[config.mk]
export PLATFORM = sky130hd
export DESIGN_NAME = swr_status_regs
export DESIGN_NICKNAME = d
export VERILOG_FILES = /design/src/logic/swr_pkg.sv /design/src/logic/swr_status_regs.sv /design/src/logic/swr_sync.sv /design/src/logic/swr_temp_sat.sv
export SDC_FILE = /design/constraint.sdc
export NUM_CORES = 1
export LEC_CHECK = 0
export BUFFER_PORTS_ARGS = -buffer_cell sky130_fd_sc_hd__buf_2
export CAP_MARGIN = 5
export CELL_PAD_IN_SITES_DETAIL_PLACEMENT = 1
export CELL_PAD_IN_SITES_GLOBAL_PLACEMENT = 1
export CORE_AREA = 2 2 115 117
export DETAILED_ROUTE_END_ITERATION = 16
export DIE_AREA = 0 0 117 119
export GPL_ROUTABILITY_DRIVEN = 0
export GPL_TIMING_DRIVEN = 0
export MAX_ROUTING_LAYER = met4
export PLACE_DENSITY_LB_ADDON = 0.3
export SLEW_MARGIN = 20
export SYNTH_ARGS = -nofsm -noshare
export SYNTH_HDL_FRONTEND = slang
export SYNTH_SLANG_ARGS = --single-unit
export TNS_END_PERCENT = 10
[constraint.sdc]
create_clock -name i_mclk -period 4.4 [get_ports i_mclk]
set_clock_uncertainty 0.2 [all_clocks]
set_input_delay 0.66 -clock i_mclk [delete_from_list [all_inputs] [get_ports i_mclk]]
set_output_delay 0.66 -clock i_mclk [all_outputs]
set_load 0.02 [all_outputs]
[src/logic/swr_pkg.sv]
package swr_pkg;

	// =====================================================================
	// register map (byte addresses of the high byte of each word)
	localparam logic [7:0] WARN_ADDR = 8'h26;
	localparam logic [7:0] TEMP_ADDR = 8'h28;
	localparam logic [7:0] FIELD_ADDR = 8'h2A;

	// hard-coded identifier nibbles in bits 15..12
	localparam logic [3:0] WARN_ID = 4'hB;
	localparam logic [3:0] TEMP_ID = 4'hF;
	localparam logic [3:0] FIELD_ID = 4'hE;

	// =====================================================================
	// error flag positions and values after reset
	localparam int ERR_RESET_BIT = 0;
	localparam int ERR_LOW_FIELD_BIT = 1;
	localparam int ERR_UNDERVOLT_BIT = 2;
	localparam logic [2:0] ERR_RESET_VAL = 3'h1;
	localparam logic [11:0] WARN_RESET_VAL = 12'h000;
	localparam logic [11:0] TEMP_RESET_VAL = 12'h000;
	localparam logic [11:0] FIELD_RESET_VAL = 12'h000;

	// =====================================================================
	// serial framing
	localparam logic [5:0] PKT_BITS = 6'h10;

	// =====================================================================
	// timing
	localparam int CLK_FREQ_HZ = 10_000_000;
	localparam int FIELD_PERIOD_US = 128;
	localparam int FIELD_PERIOD_CYC = FIELD_PERIOD_US * (CLK_FREQ_HZ / 1_000_000);
	localparam logic [10:0] FIELD_CNT_LAST = 11'(FIELD_PERIOD_CYC - 1);

	// =====================================================================
	// temperature scaling: code = (degC - 25) * 8
	localparam int TEMP_REF_C = 25;
	localparam int TEMP_STEPS_PER_C = 8;
	localparam int TEMP_LOW_C = -60;
	localparam int TEMP_HIGH_C = 180;
	localparam logic signed [13:0] TEMP_MIN_CODE = 14'((TEMP_LOW_C - TEMP_REF_C) * TEMP_STEPS_PER_C);
	localparam logic signed [13:0] TEMP_MAX_CODE = 14'((TEMP_HIGH_C - TEMP_REF_C) * TEMP_STEPS_PER_C);

	// =====================================================================
	// angle change limit between awake states
	localparam int TURNS_WARN_DEG = 135;
	localparam int ANGLE_FULL_CODES = 4096;
	localparam logic [11:0] TURNS_WARN_CODE = 12'(TURNS_WARN_DEG * ANGLE_FULL_CODES / 360);

	// =====================================================================
	// carriers
	typedef struct packed {
		logic [3:0] reg_id;
		logic interface_fault_warning;
		logic crc_warning;
		logic zero_bit;
		logic slew_limit_warning;
		logic extended_exec_warning;
		logic temp_range_warning;
		logic eeprom_soft_warning;
		logic saturation_warning;
		logic turns_rate_warning;
		logic extended_overrun_warning;
		logic high_field_warning;
		logic turns_overflow_flag;
	} swr_warn_type;

	typedef struct packed {
		logic regulator_undervolt_flag;
		logic low_field_flag;
		logic reset_flag;
	} swr_err_type;

endpackage

[src/logic/swr_status_regs.sv]
`timescale 1ns/1ps
module swr_status_regs (
	input wire logic i_mclk,
	input wire logic i_rstn,
	input wire logic i_rd_en,
	input wire logic [7:0] i_rd_addr,
	input wire logic i_err_clear,
	input wire logic i_warn_clear,
	input wire logic i_turns_reset,
	input wire logic i_hard_reset,
	input wire logic i_regulator_undervolt,
	input wire logic [11:0] i_field_sample,
	input wire logic [11:0] i_low_field_threshold,
	input wire logic [11:0] i_high_field_threshold,
	input wire logic i_temp_valid,
	input wire logic signed [13:0] i_temp_raw,
	input wire logic i_pkt_done,
	input wire logic [5:0] i_pkt_bit_count,
	input wire logic i_pkt_bit15,
	input wire logic i_manchester_err,
	input wire logic i_serial_crc_check_enable,
	input wire logic i_pkt_crc_ok,
	input wire logic i_slew_limit_enable,
	input wire logic i_slew_limit_needed,
	input wire logic i_ext_start,
	input wire logic i_ext_cmd_done,
	input wire logic i_ext_write,
	input wire logic i_unlocked,
	input wire logic i_eeprom_write_fail,
	input wire logic i_eeprom_loading,
	input wire logic i_ecc_corrected,
	input wire logic i_sat_any,
	input wire logic i_low_power_mode,
	input wire logic i_awake_strobe,
	input wire logic [11:0] i_zcd_angle,
	input wire logic i_turns_overflow,
	input wire logic [2:0] i_err_mask,
	input wire logic [11:0] i_warn_mask,
	output logic [15:0] o_rd_data,
	output logic o_rd_valid,
	output swr_pkg::swr_err_type o_err_low_flags,
	output logic o_summary_error_bit,
	output logic o_pkt_discard
);
	import swr_pkg::*;

	// =====================================================================
	// helpers
	function automatic logic [11:0] ang_dist(input logic [11:0] a, input logic [11:0] b);
		logic [11:0] d;
		d = a - b;
		ang_dist = d[11] ? 12'(12'h000 - d) : d;
	endfunction

	function automatic logic word_hit(input logic [7:0] addr, input logic [7:0] base);
		word_hit = (addr[7:1] == base[7:1]);
	endfunction

	// =====================================================================
	// internal state
	logic uv_sync;
	logic [11:0] temp_word;
	logic temp_range_pulse;
	logic [10:0] field_cnt_q;
	logic field_tick;
	logic [11:0] field_q;
	logic ext_busy_q;
	logic [11:0] prev_angle_q;
	logic prev_angle_ok_q;
	swr_err_type err_q;
	logic [11:0] warn_q;
	logic [11:0] warn_set;
	logic frame_bad;
	logic crc_bad;
	swr_warn_type warn_word;

	// analog detector arrives from outside the clock domain
	swr_sync #(
		.WIDTH(1)
	) u_uv_sync (
		.i_mclk(i_mclk),
		.i_rstn(i_rstn),
		.i_async(i_regulator_undervolt),
		.o_sync(uv_sync)
	);

	swr_temp_sat u_temp (
		.i_mclk(i_mclk),
		.i_rstn(i_rstn),
		.i_valid(i_temp_valid),
		.i_raw(i_temp_raw),
		.o_temp(temp_word),
		.o_out_of_range(temp_range_pulse)
	);

	// =====================================================================
	// field refresh divider
	assign field_tick = (field_cnt_q == FIELD_CNT_LAST);

	// free-running period counter; one-cycle tick per period
	always_ff @(posedge i_mclk) begin
		if (!i_rstn) begin
			field_cnt_q <= '0;
		end else if (field_tick) begin
			field_cnt_q <= '0;
		end else begin
			field_cnt_q <= field_cnt_q + 11'h001;
		end
	end

	// field word only moves on the tick so a read sees a stable sample
	always_ff @(posedge i_mclk) begin
		if (!i_rstn) begin
			field_q <= FIELD_RESET_VAL;
		end else if (field_tick) begin
			field_q <= i_field_sample;
		end
	end

	// =====================================================================
	// extended access tracking and awake-angle memory
	always_ff @(posedge i_mclk) begin
		if (!i_rstn) begin
			ext_busy_q <= 1'b0;
		end else if (i_ext_start) begin
			ext_busy_q <= 1'b1;
		end else if (i_ext_cmd_done) begin
			ext_busy_q <= 1'b0;
		end
	end

	// first awake sample after entering low power only seeds the reference
	always_ff @(posedge i_mclk) begin
		if (!i_rstn) begin
			prev_angle_q <= 12'h000;
			prev_angle_ok_q <= 1'b0;
		end else if (!i_low_power_mode) begin
			prev_angle_ok_q <= 1'b0;
		end else if (i_awake_strobe) begin
			prev_angle_q <= i_zcd_angle;
			prev_angle_ok_q <= 1'b1;
		end
	end

	// =====================================================================
	// warning set terms
	assign frame_bad = i_pkt_done && ((i_pkt_bit_count != PKT_BITS) || i_pkt_bit15);
	assign crc_bad = i_pkt_done && !frame_bad && i_serial_crc_check_enable && !i_pkt_crc_ok;

	always_comb begin
		warn_set = 12'h000;
		warn_set[11] = frame_bad || i_manchester_err;
		warn_set[10] = crc_bad;
		warn_set[9] = 1'b0;
		warn_set[8] = i_slew_limit_enable && i_slew_limit_needed;
		warn_set[7] = i_ext_cmd_done && i_ext_write && (!i_unlocked || i_eeprom_write_fail);
		warn_set[6] = temp_range_pulse;
		warn_set[5] = i_eeprom_loading && i_ecc_corrected;
		warn_set[4] = i_sat_any;
		warn_set[3] = i_low_power_mode && i_awake_strobe && prev_angle_ok_q
			&& (ang_dist(i_zcd_angle, prev_angle_q) > TURNS_WARN_CODE);
		warn_set[2] = i_ext_start && ext_busy_q;
		warn_set[1] = field_tick && (i_field_sample > i_high_field_threshold);
		warn_set[0] = i_turns_overflow;
	end

	// =====================================================================
	// sticky warnings; a set in the clear cycle wins
	always_ff @(posedge i_mclk) begin
		if (!i_rstn) begin
			warn_q <= WARN_RESET_VAL;
		end else begin
			warn_q[11:1] <= (i_warn_clear ? 11'h000 : warn_q[11:1]) | warn_set[11:1];
			warn_q[0] <= (i_turns_reset ? 1'b0 : warn_q[0]) | warn_set[0];
		end
	end

	// discarded packet notice to the serial front end
	always_ff @(posedge i_mclk) begin
		if (!i_rstn) begin
			o_pkt_discard <= 1'b0;
		end else begin
			o_pkt_discard <= frame_bad || crc_bad;
		end
	end

	// =====================================================================
	// sticky error flags; undervolt keeps re-setting while the fault stays
	always_ff @(posedge i_mclk) begin
		if (!i_rstn) begin
			err_q <= ERR_RESET_VAL;
		end else begin
			err_q.regulator_undervolt_flag <= (!i_err_clear && err_q.regulator_undervolt_flag)
				|| uv_sync;
			err_q.low_field_flag <= (!i_err_clear && err_q.low_field_flag)
				|| (field_tick && (i_field_sample < i_low_field_threshold));
			// self-test never reaches this input, only true resets do
			err_q.reset_flag <= (!i_err_clear && err_q.reset_flag) || i_hard_reset;
		end
	end

	// registered copy so the flag output leaves straight from a flip-flop
	always_ff @(posedge i_mclk) begin
		if (!i_rstn) begin
			o_err_low_flags <= ERR_RESET_VAL;
		end else begin
			o_err_low_flags <= err_q;
		end
	end

	// summary bit; one cycle behind the flags it reports
	always_ff @(posedge i_mclk) begin
		if (!i_rstn) begin
			o_summary_error_bit <= 1'b0;
		end else begin
			o_summary_error_bit <= (|(err_q & ~i_err_mask)) || (|(warn_q & ~i_warn_mask));
		end
	end

	// =====================================================================
	// read port: side-effect free, one cycle latency
	assign warn_word = swr_warn_type'({WARN_ID, warn_q[11:10], 1'b0, warn_q[8:0]});

	always_ff @(posedge i_mclk) begin
		if (!i_rstn) begin
			o_rd_data <= 16'h0000;
			o_rd_valid <= 1'b0;
		end else begin
			o_rd_valid <= i_rd_en;
			if (!i_rd_en) begin
				o_rd_data <= 16'h0000;
			end else if (word_hit(i_rd_addr, WARN_ADDR)) begin
				o_rd_data <= warn_word;
			end else if (word_hit(i_rd_addr, TEMP_ADDR)) begin
				o_rd_data <= {TEMP_ID, temp_word};
			end else if (word_hit(i_rd_addr, FIELD_ADDR)) begin
				o_rd_data <= {FIELD_ID, field_q};
			end else begin
				o_rd_data <= 16'h0000;
			end
		end
	end

	// =====================================================================
	// checks
	chk_uv_latch: assert property (@(posedge i_mclk) disable iff (!i_rstn)
		uv_sync |=> err_q.regulator_undervolt_flag)
		else $error("undervolt flag not set while fault present");

	chk_reset_flag: assert property (@(posedge i_mclk) disable iff (!i_rstn)
		i_hard_reset |=> err_q.reset_flag ##1 o_err_low_flags.reset_flag)
		else $error("reset flag not raised by hard reset");

	chk_low_field: assert property (@(posedge i_mclk) disable iff (!i_rstn)
		(field_tick && (i_field_sample < i_low_field_threshold)) |=> err_q.low_field_flag)
		else $error("low field flag missed");

	chk_warn_sticky: assert property (@(posedge i_mclk) disable iff (!i_rstn)
		!i_warn_clear |=> ((warn_q[11:1] & $past(warn_q[11:1])) == $past(warn_q[11:1])))
		else $error("warning dropped without clear");

	chk_iface_frame: assert property (@(posedge i_mclk) disable iff (!i_rstn)
		(i_pkt_done && (i_pkt_bit_count != PKT_BITS)) |=> (warn_q[11] && o_pkt_discard))
		else $error("bad frame not flagged and discarded");

	chk_crc_gate: assert property (@(posedge i_mclk) disable iff (!i_rstn)
		(i_pkt_done && !i_serial_crc_check_enable && !i_pkt_bit15
			&& (i_pkt_bit_count == PKT_BITS)) |=> !o_pkt_discard)
		else $error("packet discarded with crc check off");

	chk_overrun: assert property (@(posedge i_mclk) disable iff (!i_rstn)
		(ext_busy_q && i_ext_start) |=> warn_q[2])
		else $error("extended overrun not flagged");

	chk_turns_hold: assert property (@(posedge i_mclk) disable iff (!i_rstn)
		(warn_q[0] && !i_turns_reset) |=> warn_q[0])
		else $error("turns overflow cleared without turns reset");

	chk_warn_id: assert property (@(posedge i_mclk) disable iff (!i_rstn)
		(i_rd_en && word_hit(i_rd_addr, WARN_ADDR)) |=> (o_rd_valid && (o_rd_data[15:12] == WARN_ID)
			&& !o_rd_data[9]))
		else $error("warning word identifier or bit9 wrong");

	chk_summary: assert property (@(posedge i_mclk) disable iff (!i_rstn)
		(warn_q[4] && !i_warn_mask[4]) |=> o_summary_error_bit)
		else $error("summary bit not raised");

	chk_crc_flag: assert property (@(posedge i_mclk) disable iff (!i_rstn)
		(i_pkt_done && i_serial_crc_check_enable && !i_pkt_crc_ok && !i_pkt_bit15
			&& (i_pkt_bit_count == PKT_BITS)) |=> (warn_q[10] && o_pkt_discard))
		else $error("crc mismatch not flagged and discarded");

	chk_slew_warn: assert property (@(posedge i_mclk) disable iff (!i_rstn)
		(i_slew_limit_enable && i_slew_limit_needed) |=> warn_q[8])
		else $error("slew limit warning missed");

	chk_ext_exec: assert property (@(posedge i_mclk) disable iff (!i_rstn)
		(i_ext_cmd_done && i_ext_write && (!i_unlocked || i_eeprom_write_fail)) |=> warn_q[7])
		else $error("extended execute warning missed");

	chk_temp_clamp: assert property (@(posedge i_mclk) disable iff (!i_rstn)
		(i_temp_valid && (i_temp_raw > TEMP_MAX_CODE)) |=> (temp_word == TEMP_MAX_CODE[11:0]) ##1 warn_q[6])
		else $error("hot temperature not clamped or flagged");

	chk_temp_floor: assert property (@(posedge i_mclk) disable iff (!i_rstn)
		(i_temp_valid && (i_temp_raw < TEMP_MIN_CODE)) |=> (temp_word == TEMP_MIN_CODE[11:0]) ##1 warn_q[6])
		else $error("cold temperature not clamped or flagged");

	chk_ecc_warn: assert property (@(posedge i_mclk) disable iff (!i_rstn)
		(i_eeprom_loading && i_ecc_corrected) |=> warn_q[5])
		else $error("eeprom soft error warning missed");

	chk_sat_warn: assert property (@(posedge i_mclk) disable iff (!i_rstn)
		i_sat_any |=> warn_q[4])
		else $error("saturation warning missed");

	chk_high_field: assert property (@(posedge i_mclk) disable iff (!i_rstn)
		(field_tick && (i_field_sample > i_high_field_threshold)) |=> warn_q[1])
		else $error("high field warning missed");

	chk_field_hold: assert property (@(posedge i_mclk) disable iff (!i_rstn)
		!field_tick |=> $stable(field_q))
		else $error("field word moved between ticks");

	chk_err_sticky: assert property (@(posedge i_mclk) disable iff (!i_rstn)
		(!i_err_clear && err_q.reset_flag) |=> err_q.reset_flag)
		else $error("reset flag dropped without clear");
endmodule // swr_status_regs

[src/logic/swr_sync.sv]
`timescale 1ns/1ps

// =====================================================================
// two-stage level synchroniser for detector pins
module swr_sync #(
	parameter int WIDTH = 1
) (
	input wire logic i_mclk,
	input wire logic i_rstn,
	input wire logic [WIDTH-1:0] i_async,
	output logic [WIDTH-1:0] o_sync
);
	import swr_pkg::*;

	logic [WIDTH-1:0] meta_q;

	// first stage feeds only the second stage
	always_ff @(posedge i_mclk) begin
		if (!i_rstn) begin
			meta_q <= '0;
			o_sync <= '0;
		end else begin
			meta_q <= i_async;
			o_sync <= meta_q;
		end
	end
endmodule // swr_sync

[src/logic/swr_temp_sat.sv]
`timescale 1ns/1ps

// =====================================================================
// temperature clamp and out-of-range detect
module swr_temp_sat (
	input wire logic i_mclk,
	input wire logic i_rstn,
	input wire logic i_valid,
	input wire logic signed [13:0] i_raw,
	output logic [11:0] o_temp,
	output logic o_out_of_range
);
	import swr_pkg::*;

	// clamp each new sample; range pulse lasts one cycle
	always_ff @(posedge i_mclk) begin
		if (!i_rstn) begin
			o_temp <= TEMP_RESET_VAL;
			o_out_of_range <= 1'b0;
		end else begin
			o_out_of_range <= 1'b0;
			if (i_valid) begin
				if (i_raw < TEMP_MIN_CODE) begin
					o_temp <= TEMP_MIN_CODE[11:0];
					o_out_of_range <= 1'b1;
				end else if (i_raw > TEMP_MAX_CODE) begin
					o_temp <= TEMP_MAX_CODE[11:0];
					o_out_of_range <= 1'b1;
				end else begin
					o_temp <= i_raw[11:0];
				end
			end
		end
	end
endmodule // swr_temp_sat

==> impl_metrics.toml <==
[die]
rows = 42
fp.dieH_um = 119
dieWidth_um = 117
core-area_um2 = 12870
start_util_pct = 36.97
io_pins = 140
dieArea_um2 = 13920

[global_routing]
antenna_found_initial = 0
grt_pass1_vias = 4911
grt_pass1_wl_um = 22850
overflow = 0
grt_max_degree = 17
grt_usage_pct = 21.31

[timing]
tightest_slew_ns = 0.7108
rsz0062_at_grt = "no"
period_minus_slack_ns = 3.297
finalCritPeriodShare_pct = 74.94
hold_violations = 0
max_clock_freq_mhz = 303.3
relSlewSlack_pct = 52.51
setup-tns-final_ns = 0
setup_viol = 0
fin_ws_ns = 1.103
drv_slew = 0

[logic_synthesis]
syn_area_um2 = 4760
synth_cell_types = 65
synth_top_cell_by_area = "dfxtp_1"
synthFlopType = "dfxtp_1"
synth_top_cell_area_share_pct = 36.59
syn_avg_cell_area_um2 = 8.220
synth_warnings = 0
async_flop_share_pct = 0
synth.net_count = 734
synthTopCellsByArea = "dfxtp_1 (37%), ha_1 (9.5%), a21oi_1 (6.6%), inv_1 (4.9%), nand2_1 (4.6%)"
postSynthCellCount = 579
synth_edf_count = 0
ys_ff_latch = 87
yosysSeqAreaShare_pct = 36.59

[route]
drt_wl_total_um = 14010
num_vias = 4597
wire_per_inst_um = 15.42
routed_via_density = 5.063
drcViolationCount = 0
first_pass_iters = 4
antenna_left = 0
drtIter0Drc = 125

[clocking]
htreeDepth = 3
cts_tree = "done"
post_cts_buffers = 0
clk_pin_slew_ns = 0.06
postCtsHoldBufs = 0
cts-root-buf = "clkbuf_16"
clock_sinks = 87
clk_latency_ns = 0.34
ctsResizeCount = 0
cts_max_path_buffers = 2
numCtsBuffers = 9

[final_layout]
antenna_cells = 0
instances_no_fill = 908
syn_to_final_growth_pct = 24.97
fin_nets = 882
drive_above_1_share_pct = 23.63
fin_util_pct = 46.20

[placement]
portBuffers = 137
dpl.cell_count = 892
dp_hpwl_um = 11410
pre_cts_ws_ns = 0.7963

[worst_hold_path]
worst_hold_path_type = "register to register"

[power]
vdd_drop_max_uv = 147.1
p_leak_uw = 0.002651
power_uw = 1906
power.density_nw_per_um2 = 320.4

[setup_path]
cp-end-kind = "register"
crit_path_start_kind = "input pin"
critical_path_class = "input pin to register"
worstPathArrival_ns = 3.33
crit_fanout = 5
cp.required_ns = 4.44

[run_status]
outcome = "completed"

[job]
drv_cap = 0
## cell usage after synthesis, drive strengths merged (2+ instances only)
cell type,instances
and4,2
a211o,2
xor2,10
clkinv,2
o31ai,3
nand3,16
ha,36
o21bai,2
nand3b,4
nor3,10
a22oi,15
clkbuf,15
nor2b,8
o22ai,3
nor3b,5
a21oi,63
a31oi,3
o21a,3
o21ai,17
mux2i,14
a21o,10
buf,2
nand2b,12
o221ai,2
dfxtp,87
nand4,6
a221oi,2
and2,5
a31o,3
nor2,59
inv,62
a32oi,2
o2111ai,2
nand2,58
and3,4
a211oi,7
nor4b,3
xnor2,6
## placed cells by master (no fill, tap or decap), drive strengths merged, types with 4 or more instances in the layout
master / instances
nor2: 59
inv: 64
a21oi: 63
a211oi: 7
xnor2: 6
buf: 139
xor2: 10
mux2i: 14
nand3: 16
nor2b: 8
a22oi: 15
and3: 4
nand3b: 4
clkinv: 7
dfxtp: 87
ha: 36
nand2b: 12
a21o: 10
nand2: 58
nor3b: 5
nor3: 10
nand4: 6
clkbuf: 24
o21ai: 17
and2: 5
## cell families after synthesis
family                     Yosys count  share of synthesized area, %
buffers and inverters               81                         6.493
and+or+nand+nor                    196                         20.32
adders and majority gates           37                         9.884
xor gates and xnor gates            16                         3.102
AOI/OAI and AO/OA                  147                         20.43
DFF                                 87                         36.59
muxes                               15                         3.181
## worst max-delay path, cell delays in order
cell	delay (ns)
buf_2	0.10
inv_1	0.05
ha_1	0.19
inv_1	0.06
fa_1	0.41
a211o_4	0.39
nand3_2	0.09
a311oi_1	0.13
or3_4	0.43
o32ai_1	0.31
a31oi_1	0.14
a2111oi_2	0.37
## stage by stage
step | hold WS, ns | area [µm²]
2_1_floorplan | 0.2119 | 4760
3_3_place_gp | 0.2227 | 5665
3_5_place_dp | 0.2251 | 5665
4_1_cts | 0.2429 | 5948
5_1_grt | 0.2609 | 5948
6_report | 0.2390 | 5948
## registers in the layout, indices dropped and copies added, names as in the netlist, 3 cells and up
signal	cells
u_temp.o_temp	12
warn_q	11
field_q	12
o_err_low_flags	3
err_q	3
prev_angle_q	12
field_cnt_q	11
o_rd_data	15
## routing by layer
| metal | global-route usage (%) | routed length (µm) |
|---|---|---|
| met3 | 3.257 | 570 |
| met2 | 36.27 | 6951 |
| met5 | - | 0 |
| met4 | 5.588 | 227 |
| met1 | 26.22 | 6255 |
## path summary, 6_finish.rpt
check,start,to,slack [ns],depth (start not counted)
max,i_zcd_angle[0],warn_q[3]$_SDFF_PN0_,1.10,12
min reg2reg,u_temp.o_out_of_range$_SDFF_PN0_,warn_q[6]$_SDFF_PN0_,0.24,2
max reg2reg,prev_angle_q[0]$_SDFFE_PN0P_,warn_q[3]$_SDFF_PN0_,1.24,10
min,u_temp.o_out_of_range$_SDFF_PN0_,warn_q[6]$_SDFF_PN0_,0.24,2
## power by group
group / total (µW) / internal, µW / switching [µW]
clock network: 732 / 390 / 342
registers: 825 / 811 / 13.9
logic: 349 / 149 / 200
total: 1910 / 1350 / 556
## area by class of cell
class                           count  area [µm²]
Tap cell                          176       220.2
Clock inverter                      7       57.56
Timing Repair Buffer              137       685.7
Buffer                             17       68.82
Sequential cell                    87        1742
Fill cell                        1613        6927
Clock buffer                        9       225.2
Inverter                           64       240.2
Multi-Input combinational cell    411        2709
(Power assumes the default switching activity.)
